`config.mk`:
```
export PLATFORM = sky130hd
export DESIGN_NAME = wiper_step_and_lock_commands
export DESIGN_NICKNAME = d
export VERILOG_FILES = /design/src/pkg/wiper_cmd_pkg.sv /design/src/logic/wiper_step_and_lock_commands.sv /design/src/logic/wiper_step.sv
export SDC_FILE = /design/constraint.sdc
export NUM_CORES = 1
export LEC_CHECK = 0
export BUFFER_PORTS_ARGS = -buffer_cell sky130_fd_sc_hd__clkbuf_2
export CAP_MARGIN = 25
export CORE_ASPECT_RATIO = 0.6
export CORE_MARGIN = 2
export CORE_UTILIZATION = 56
export DETAILED_ROUTE_END_ITERATION = 6
export PLACE_DENSITY = 0.8
export SYNTH_ARGS = -nofsm -noshare
export SYNTH_HDL_FRONTEND = slang
export SYNTH_SLANG_ARGS = --single-unit
```
`constraint.sdc`:
```
create_clock -name i_clk -period 3.45 [get_ports i_clk]
set_input_delay 0.69 -clock i_clk [delete_from_list [all_inputs] [get_ports i_clk]]
set_output_delay 0.69 -clock i_clk [all_outputs]
set_load 0.005 [all_outputs]
```
`src/pkg/wiper_cmd_pkg.sv`:
```
package wiper_cmd_pkg;

    localparam logic [3:0] ADDR_WIPER0 = 4'h0;
    localparam logic [3:0] ADDR_WIPER1 = 4'h1;
    localparam logic [3:0] ADDR_LOCK0 = 4'h2;
    localparam logic [3:0] ADDR_LOCK1 = 4'h3;
    localparam logic [3:0] ADDR_TERMINAL_CONTROL_0 = 4'h4;
    localparam logic [3:0] ADDR_DEVICE_STATUS = 4'h5;
    localparam logic [3:0] ADDR_WIPER2 = 4'h6;
    localparam logic [3:0] ADDR_WIPER3 = 4'h7;
    localparam logic [3:0] ADDR_LOCK2 = 4'h8;
    localparam logic [3:0] ADDR_LOCK3 = 4'h9;
    localparam logic [3:0] ADDR_TERMINAL_CONTROL_1 = 4'hA;
    localparam logic [3:0] ADDR_WRITE_PROTECT = 4'hF;

    // command-byte opcodes; plain defaults, to be aligned with the command decoder
    localparam logic [1:0] OP_WRITE = 2'h0;
    localparam logic [1:0] OP_INCREMENT = 2'h1;
    localparam logic [1:0] OP_DECREMENT = 2'h2;
    localparam logic [1:0] OP_READ = 2'h3;

    localparam int WIPER_COUNT = 4;
    localparam int WIPER_WIDTH = 9;
    localparam logic [8:0] FULL_SCALE_8BIT = 9'h100;
    localparam logic [8:0] FULL_SCALE_7BIT = 9'h080;
    localparam logic [8:0] ZERO_SCALE = 9'h000;
    localparam logic [8:0] WIPER_RESET = 9'h080;
    localparam logic [3:0] LOCK_RESET = 4'h0;
    localparam logic WPROT_RESET = 1'h0;

    typedef enum logic [1:0] {
        MODE_IDLE,
        MODE_NV_PENDING,
        MODE_FALLEN_OFF
    } cmd_mode_t;

    typedef struct packed {
        logic valid;
        logic [3:0] addr;
        logic [1:0] opcode;
    } cmd_t;

    typedef struct packed {
        logic valid;
        logic ok;
    } ack_t;

    typedef struct packed {
        cmd_mode_t mode;
        logic [WIPER_COUNT-1:0][WIPER_WIDTH-1:0] wiper;
        logic [WIPER_COUNT-1:0] lock;
        logic wprot;
        logic eeprom_write_active;
        logic ee_start;
        ack_t ack;
        logic pend_set;
        logic [2:0] pend_target;
        logic hv_meta;
        logic hv_level;
    } exec_state_t;

endpackage

```
`src/logic/wiper_step_and_lock_commands.sv`:
```
`timescale 1ns/1ps
// Notes on behaviour
// - increment and decrement change wiper values only at volatile wiper addresses 00h, 01h, 06h, 07h
// - step to nonvolatile address, unless high-voltage lock/protect, is refused with NACK
// - increment adds one, saturating at 100h (8-bit) or 80h (7-bit)
// - decrement subtracts one, saturating at zero
// - wiper output updates at each command acknowledge
// - step commands chain until Stop, except that any valid command after a lock/protect step is refused with NACK
// - addresses 00h, 01h, 06h, 07h step wipers 0, 1, 2, 3
// - high-voltage decrement to 02h/03h/08h/09h locks, increment unlocks that wiper
// - high-voltage decrement to 0Fh enables write protect, increment disables it
// - steps to 04h/05h/0Ah change nothing; 0Bh-0Eh are invalid
// - high-voltage pin level marks a command as high-voltage; only those modify locks
// - lock/protect write cycle starts only after full command and Stop
// - during write cycle only 00h, 01h, 04h, 05h are accepted
// - write-active flag shows a write cycle in progress
// - invalid command releases the line and ignores the bus until Start
module wiper_step_and_lock_commands (
    input wire logic i_clk,
    input wire logic i_rst,
    input wire logic i_hv_or_addr0_pin,
    input wire logic i_eight_bit_part,
    input wire logic i_start,
    input wire logic i_stop,
    input wire wiper_cmd_pkg::cmd_t i_cmd,
    input wire logic i_ee_done,
    output wiper_cmd_pkg::ack_t o_ack,
    output logic [3:0][8:0] o_wiper,
    output logic [3:0] o_lock,
    output logic o_wprot,
    output logic o_eeprom_write_active,
    output logic o_ee_start
);

    wiper_cmd_pkg::exec_state_t q;
    wiper_cmd_pkg::exec_state_t d;
    logic [8:0] step_in;
    logic [8:0] step_out;
    logic [8:0] full_scale;
    logic is_step;

    function automatic logic is_wiper_addr(input logic [3:0] a);
        return a == wiper_cmd_pkg::ADDR_WIPER0 || a == wiper_cmd_pkg::ADDR_WIPER1 ||
               a == wiper_cmd_pkg::ADDR_WIPER2 || a == wiper_cmd_pkg::ADDR_WIPER3;
    endfunction

    function automatic logic [1:0] wiper_index(input logic [3:0] a);
        unique case (a)
            wiper_cmd_pkg::ADDR_WIPER1: return 2'h1;
            wiper_cmd_pkg::ADDR_WIPER2: return 2'h2;
            wiper_cmd_pkg::ADDR_WIPER3: return 2'h3;
            default: return 2'h0;
        endcase
    endfunction

    // target 0..3 are wiper locks, 4 is write protect, 7 means not a modify address
    function automatic logic [2:0] modify_target(input logic [3:0] a);
        unique case (a)
            wiper_cmd_pkg::ADDR_LOCK0: return 3'h0;
            wiper_cmd_pkg::ADDR_LOCK1: return 3'h1;
            wiper_cmd_pkg::ADDR_LOCK2: return 3'h2;
            wiper_cmd_pkg::ADDR_LOCK3: return 3'h3;
            wiper_cmd_pkg::ADDR_WRITE_PROTECT: return 3'h4;
            default: return 3'h7;
        endcase
    endfunction

    function automatic logic passive_addr(input logic [3:0] a);
        return a == wiper_cmd_pkg::ADDR_TERMINAL_CONTROL_0 || a == wiper_cmd_pkg::ADDR_DEVICE_STATUS ||
               a == wiper_cmd_pkg::ADDR_TERMINAL_CONTROL_1;
    endfunction

    function automatic logic busy_allowed(input logic [3:0] a);
        return a == wiper_cmd_pkg::ADDR_WIPER0 || a == wiper_cmd_pkg::ADDR_WIPER1 ||
               a == wiper_cmd_pkg::ADDR_TERMINAL_CONTROL_0 || a == wiper_cmd_pkg::ADDR_DEVICE_STATUS;
    endfunction

    assign full_scale = i_eight_bit_part ? wiper_cmd_pkg::FULL_SCALE_8BIT : wiper_cmd_pkg::FULL_SCALE_7BIT;
    assign step_in = q.wiper[wiper_index(i_cmd.addr)];
    // outside MODE_NV_PENDING, read and write opcodes belong to other command paths and pass untouched
    assign is_step = i_cmd.valid &&
                     (i_cmd.opcode == wiper_cmd_pkg::OP_INCREMENT ||
                      i_cmd.opcode == wiper_cmd_pkg::OP_DECREMENT);

    wiper_step u_step (
        .i_value(step_in),
        .i_up(i_cmd.opcode == wiper_cmd_pkg::OP_INCREMENT),
        .i_full_scale(full_scale),
        .o_value(step_out)
    );

    always_comb begin
        d = q;
        d.ack = '0;
        d.ee_start = 1'h0;
        d.hv_meta = i_hv_or_addr0_pin;
        d.hv_level = q.hv_meta;
        if (i_ee_done) begin
            d.eeprom_write_active = 1'h0;
        end
        unique case (q.mode)
            wiper_cmd_pkg::MODE_FALLEN_OFF: begin
                if (i_start) begin
                    d.mode = wiper_cmd_pkg::MODE_IDLE;
                end else if (is_step) begin
                    d.ack.valid = 1'h1;
                end
            end
            wiper_cmd_pkg::MODE_NV_PENDING: begin
                if (i_stop) begin
                    // commit only now, so a torn frame never burns the eeprom
                    d.mode = wiper_cmd_pkg::MODE_IDLE;
                    d.eeprom_write_active = 1'h1;
                    d.ee_start = 1'h1;
                    if (q.pend_target == 3'h4) begin
                        d.wprot = q.pend_set;
                    end else begin
                        d.lock[q.pend_target[1:0]] = q.pend_set;
                    end
                end else if (i_start) begin
                    d.mode = wiper_cmd_pkg::MODE_IDLE;
                end else if (i_cmd.valid) begin
                    d.ack.valid = 1'h1;
                    d.mode = wiper_cmd_pkg::MODE_FALLEN_OFF;
                end
            end
            wiper_cmd_pkg::MODE_IDLE: begin
                if (is_step) begin
                    d.ack.valid = 1'h1;
                    if (q.eeprom_write_active && !busy_allowed(i_cmd.addr)) begin
                        d.ack.ok = 1'h0;
                    end else if (is_wiper_addr(i_cmd.addr)) begin
                        d.ack.ok = 1'h1;
                        d.wiper[wiper_index(i_cmd.addr)] = step_out;
                    end else if (passive_addr(i_cmd.addr)) begin
                        d.ack.ok = 1'h1;
                    end else if (q.hv_level && modify_target(i_cmd.addr) != 3'h7) begin
                        d.ack.ok = 1'h1;
                        d.pend_set = i_cmd.opcode == wiper_cmd_pkg::OP_DECREMENT;
                        d.pend_target = modify_target(i_cmd.addr);
                        d.mode = wiper_cmd_pkg::MODE_NV_PENDING;
                    end else begin
                        d.ack.ok = 1'h0;
                        d.mode = wiper_cmd_pkg::MODE_FALLEN_OFF;
                    end
                end
            end
            default: begin
                // the unused mode code recovers to idle
                d.mode = wiper_cmd_pkg::MODE_IDLE;
            end
        endcase
    end

    always_ff @(posedge i_clk or posedge i_rst) begin
        if (i_rst) begin
            q.mode <= wiper_cmd_pkg::MODE_IDLE;
            q.wiper <= {wiper_cmd_pkg::WIPER_COUNT{wiper_cmd_pkg::WIPER_RESET}};
            q.lock <= wiper_cmd_pkg::LOCK_RESET;
            q.wprot <= wiper_cmd_pkg::WPROT_RESET;
            q.eeprom_write_active <= 1'h0;
            q.ee_start <= 1'h0;
            q.ack <= '0;
            q.pend_set <= 1'h0;
            q.pend_target <= 3'h0;
            q.hv_meta <= 1'h0;
            q.hv_level <= 1'h0;
        end else begin
            q <= d;
        end
    end

    assign o_ack = q.ack;
    assign o_wiper = q.wiper;
    assign o_lock = q.lock;
    assign o_wprot = q.wprot;
    assign o_eeprom_write_active = q.eeprom_write_active;
    assign o_ee_start = q.ee_start;

endmodule

```
`src/logic/wiper_step.sv`:
```
`timescale 1ns/1ps
module wiper_step (
    input wire logic [8:0] i_value,
    input wire logic i_up,
    input wire logic [8:0] i_full_scale,
    output logic [8:0] o_value
);

    always_comb begin
        if (i_up) begin
            // full scale and reserved codes never climb further
            if (i_value >= i_full_scale) begin
                o_value = i_value;
            end else begin
                o_value = i_value + 9'h001;
            end
        end else begin
            // a reserved code is left alone rather than pulled back into range
            if (i_value == wiper_cmd_pkg::ZERO_SCALE || i_value > i_full_scale) begin
                o_value = i_value;
            end else begin
                o_value = i_value - 9'h001;
            end
        end
    end

endmodule

```
# Word level (Yosys, flattened, before mapping)
# Cells that the tools add are included.
[word_totals]
reg_bits = 53
in_bits = 14
output_inout_bits = 45
[op_classes]
addsub = 2
n_lt_le_gt_ge = 7
n_eq_ne = 23
mux = 53
n_bitwise = 4
n_reduce_logical = 23
[ops]
columns = ["cell", "n"]
rows = [
  ["$mux W38", 2],
  ["$mux W9", 6],
  ["$bwmux W36", 1],
  ["$mux W36", 1],
  ["$mux W2", 13],
  ["$bmux W9 S2", 1],
  ["$demux W9 S2", 1],
  ["$eq A4 B3 Y1 const B", 4],
  ["$eq A4 B4 Y1 const B", 4],
  ["$mux W4", 4],
  ["$mux W3", 5],
  ["$pmux W3 S5", 1],
  ["$pmux W2 S3", 2],
  ["$reduce_and A6 Y1", 2],
  ["$mux W1", 11],
  ["$ne A2 B2 Y1 const B", 5],
  ["$add A9 B1 Y9 const B", 1],
  ["$ge A9 B9 Y1", 1],
  ["$gt A9 B9 Y1", 1],
  ["$logic_not A9 Y1", 1],
  ["$logic_or A1 B1 Y1", 9],
  ["$lt A2 B3 Y1 const B", 3],
  ["$sub A9 B1 Y9 const B", 1],
  ["$eq A4 B2 Y1 const B", 2],
  ["other kinds (19)", 30],
]

# Depth between registers and ports, before layout
[depth]
depth_word = 18
depth_mapped = 15
depth_no_buf = 12

# Hierarchy
# Synthesis repeated with hierarchy kept, for this count alone.
[hier_totals]
cells_unflattened = 326
area_unflattened_um2 = 3510.9
[by_module_without_submodules]
columns = ["module", "n_inst", "cells_each", "area_each_um2", "seq_area_each_um2"]
rows = [
  ["wiper_step_and_lock_commands", 1, 243, 2916.5, 1331.3],
  ["wiper_step", 1, 83, 594.3, 0.0],
]

# Least setup slack after synthesis
# OpenSTA, ideal clock, no wires.
[synth_timing]
path_type = "in2reg"
from = "in i_cmd[4] (netlist bit)"
to = "reg q (netlist bit o_wiper[22])"
setup_ns = 0.065
arrival_time_ns = 3.691
slack_ns = -0.306
cell_stages = 13
path_cell_list = "buf_2 -> or4b_1 -> o22ai_1 -> or2_2 -> clkbuf_1 -> ha_1 -> and2_0 -> nor4b_1 -> a31oi_1 -> nor3_4 -> and3_1 -> a2111oi_4 -> mux2_2"
[synth_between]
elab_chain_len = 11
elab_cells_between_ends = 37
classes_between = "add/sub: 2; order compare: 4; eq/ne: 5; mux: 13; bitwise: 1; reduce/logical: 12"
[synth_rtl]
columns = ["item", "line", "text"]
rows = [
  ["start, declared", "wiper_step_and_lock_commands.sv:25", "input wire wiper_cmd_pkg::cmd_t i_cmd,"],
  ["parallel branches: the longest is 11 deep, another holds $gt A9 B9 Y1", "--", ""],
  ["end, declared", "wiper_step_and_lock_commands.sv:35", "wiper_cmd_pkg::exec_state_t q;"],
]
# Parallel ways; which one is timed is not known. The select of a mux whose other input is x is not followed.
# A chain may end at the register's enable or synchronous reset.

# Final worst setup path
[layout_timing]
from = "in i_cmd[3] (netlist bit)"
to = "reg q (netlist bit o_wiper[16])"
# Same word-level chain as after synthesis.

==> results.md <==
- Clk Latency, worst-skew pair: a little over 0.3 ns
- Ys async rst share: 100.0%
- Core Footprint: 5702 sq um
- Starting density of the core: 59.40%
- F_max: 307.7 MHz
- # nets final: between 400 and 500
- Tot Pwr: 2.972 mW
- Critical-path cell list: clkbuf_2, or4b_4, o22ai_2, nor2_1, ha_1, and2_4, nor4b_4, a31oi_4, buf_4, nor4_4, a21o_1, a21oi_1, buf_4, o21ai_0
- Most Crowded Layer GR: met1
- Main flop type after synthesis: dfrtp_1
- Die area: 6707 sq um
- Final std cells w/o fill: 521
- Port bufs: 58
- Final instance area: 4084 sq um
- Final setup viols: 0
- VDD IR-drop max: 0.0004640 V
- CP max-delay cell: or4b_4
- R2r worst-path depth: 14
- PwrDens: between 700 and 800 nW/um^2
- CP Capture Type: flip-flop
- Flop2flop setup slack: 0.49 ns
- Crit. path cell count: 14
- Largest net degree at the start of global routing: 30
- Fraction of layout cells with a size suffix above 1: approximately two fifths
- Area contributors post-synth: dfrtp_1 (36%), buf_4 (9.5%), mux2_2 (7.0%)
- TritonCTS clock tree: done
- Syn_nets: 394
- Initial antenna violation count: 0
- CP Max Fanout: 5
- Area leader, netlist: dfrtp_1
- Max incr delay on CP: 0.58 ns
- Vias in the first global route: 2875
- Synth Area per Inst: 9.056 sq um
- M3 GR Usage: about 7.3%
- Hold Crit Start: d[0]$_DFF_PP0_
- Post-Syn Area: 3387 sq um
- Via count: 3056
- Status: finished, final reports clean
- Drc violations: 0
- Min Clock Period, post-route: 3.250 ns
- Final core utilization: 71.63%
- Ys Warns: 0
- WL/cell: 17.56 microns
- Fillers: 459
- Total grt overflow: 0
- Drt via density: 5.866
- Antenna diodes: 0
- CP Class: in -> reg
- Netlist cell types: 54
- HPWL Detailed: 7183 microns
- Hold_buf cts: 0
- Max-slew headroom: a little over half
- Htree depth: 2
- Number of DRC markers in iteration 0: 250
- Hold Path End: q[0]$_DFF_PP0_
- Antenna viol nets, final: 0
- Seq/Total Area, Yosys: 39.31%
- CTS Buffer Depth: 2
- TritonCTS Buffers: 5
- IO Count: 59
- Detailed Route WL: between 9000 and 10000 microns
- Root buf cell: clkbuf_8
- Commonest cells after routing, fill and taps aside: clkbuf_2 (58), buf_4 (56), dfrtp_1 (49)
- Final hold slack: 0.3706 ns
- Min-Delay Path Class: reg -> reg
- Required time worst endpoint: 3.68 ns
- Worst path bufs/invs: 3
- Maxcap violations: 0
- Startpoint class of the critical path: primary input
- 1st-pass router iterations: 5
- Post_cts resized: 0
- Critical path data arrival time: 3.48 ns
- Most common cell after layout, fill and taps aside: clkbuf_2
- Rows: 21
- Area share of the largest cell type after synthesis: 36.20%
- Clk sinks: 53
- Clock Skew: slightly below 0.008 ns
- Post-CTS Setup Inserts: 0
- Worst hold path cell count: 0
- Crit path launch: i_cmd[3]
- Die height: 64.24 microns
- Clock slew at reported path FFs: 0.10 ns
- Final Wtd Congestion: about 0.98
- Slew Viols, Final: 0
- Endpoint of the worst register-to-register path: o_wiper[15]$_DFFE_PP0P_
- Number of synthesized flops with an enable pin: 0
- Total GRT Usage: about 29%
- RR Startpoint: o_wiper[19]$_DFFE_PP0P_
- Tcrit/Tclk final: 94.20%
- Worst slew pin tran: 0.6751 ns
- Die W: 104.4 microns
- Met2 usage in global routing: 40.52%
- Mapped Cells: 374
- Cells after DPL: between 500 and 600
- First-pass GRT wire length: 14980 microns
- RSZ-0062 raised after global routing: false
- Lkg Pwr: 2.002 nW
- DP Area: 3961 sq um
- Synthesis-to-layout area growth: 20.58%
- Met1 usage: 43.64%
- Yosys reg bits: 53
- Crit path max-delay family: simple AND/OR/NAND/NOR gates
- Final hold violations: 0
- CP most frequent cell: buf_4
[routing by layer]
| layer | vias up | share of wire [%] |
|---|---|---|
| li1 | 1417 | - |
| met1 | 1458 | 48 |
| met2 | 170 | 41 |
| met3 | 11 | 10 |
| met4 | 0 | 1.0 |
| met5 | - | 0 |
[worst register-to-register path: stages (launching register included)]
cell and delay, ns:
dfrtp_1 0.41, nand2_1 0.07, o32a_1 0.30, o221ai_1 0.24
inv_1 0.11, ha_1 0.22, o21ai_0 0.13, buf_4 0.18
nor4b_4 0.05, a31oi_4 0.22, nor3_4 0.06, buf_4 0.14
a31oi_1 0.37, xnor2_2 0.20, o21ai_0 0.12
[cell families after synthesis]
kind of cell	after synthesis	share of synthesized area [%]
muxes	29	9.346
AOI/OAI and AO/OA	85	16.51
adders and majority gates	6	2.216
and+or+nand+nor	121	17.99
xor gates and xnor gates	6	1.552
buffers and inverters	74	13.08
DFF	53	39.31
[power by group]
group | switching [mW] | total (mW) | internal (mW) | leakage, nW
Clock | 0.219 | 0.367 | 0.148 | 0.0487
Sequential | 0.194 | 1.01 | 0.814 | 0.692
Combinational | 0.818 | 1.60 | 0.779 | 1.26
Total | 1.23 | 2.97 | 1.74 | 2.00
[cell usage after synthesis (6+ instances only)]
library cell	instances
buf_4	43
a31oi_1	7
o21ai_0	34
nor3_1	10
nand2_1	35
a21oi_1	13
mux2_2	21
clkbuf_1	9
inv_1	17
nor2_1	29
dfrtp_1	49
nand3_1	11
ha_1	6
mux2i_1	8
[per-stage QoR]
stage               TNS [ns]  worst slack [ns]
floorplan                  0      0.0000006661
global placement     -0.4113          -0.07140
detailed placement    -2.315           -0.2537
CTS                        0           0.08798
global route               0           0.04247
finish                     0            0.2001
[registers in the layout (all words and copies together), names as in the netlist]
register,count
q,7
o_lock,4
o_eeprom_write_active,1
o_ee_start,1
o_wprot,1
d,1
o_ack,2
o_wiper,36
[area by class of cell]
cell class | instances | area, sq um | area share [%]
Tap cell | 80 | 100.1 | 2.451
Timing Repair Buffer | 116 | 750.7 | 18.38
Clock buffer | 5 | 68.82 | 1.685
Multi-Input combinational cell | 247 | 1743 | 42.68
Clock inverter | 3 | 26.28 | 0.6434
Inverter | 17 | 63.81 | 1.562
Sequential cell | 53 | 1331 | 32.60
[worst max path at each step]
stage / to / slack (ns)
floorplan: o_wiper[13]$_DFFE_PP0P_ / 0.0000007
global placement: o_wiper[16]$_DFFE_PP1P_ / -0.07
detailed placement: o_wiper[16]$_DFFE_PP1P_ / -0.25
CTS: o_wiper[16]$_DFFE_PP1P_ / 0.09
global route: o_wiper[25]$_DFFE_PP1P_ / 0.04
finish: o_wiper[16]$_DFFE_PP1P_ / 0.20
(Power assumes the default switching activity.)
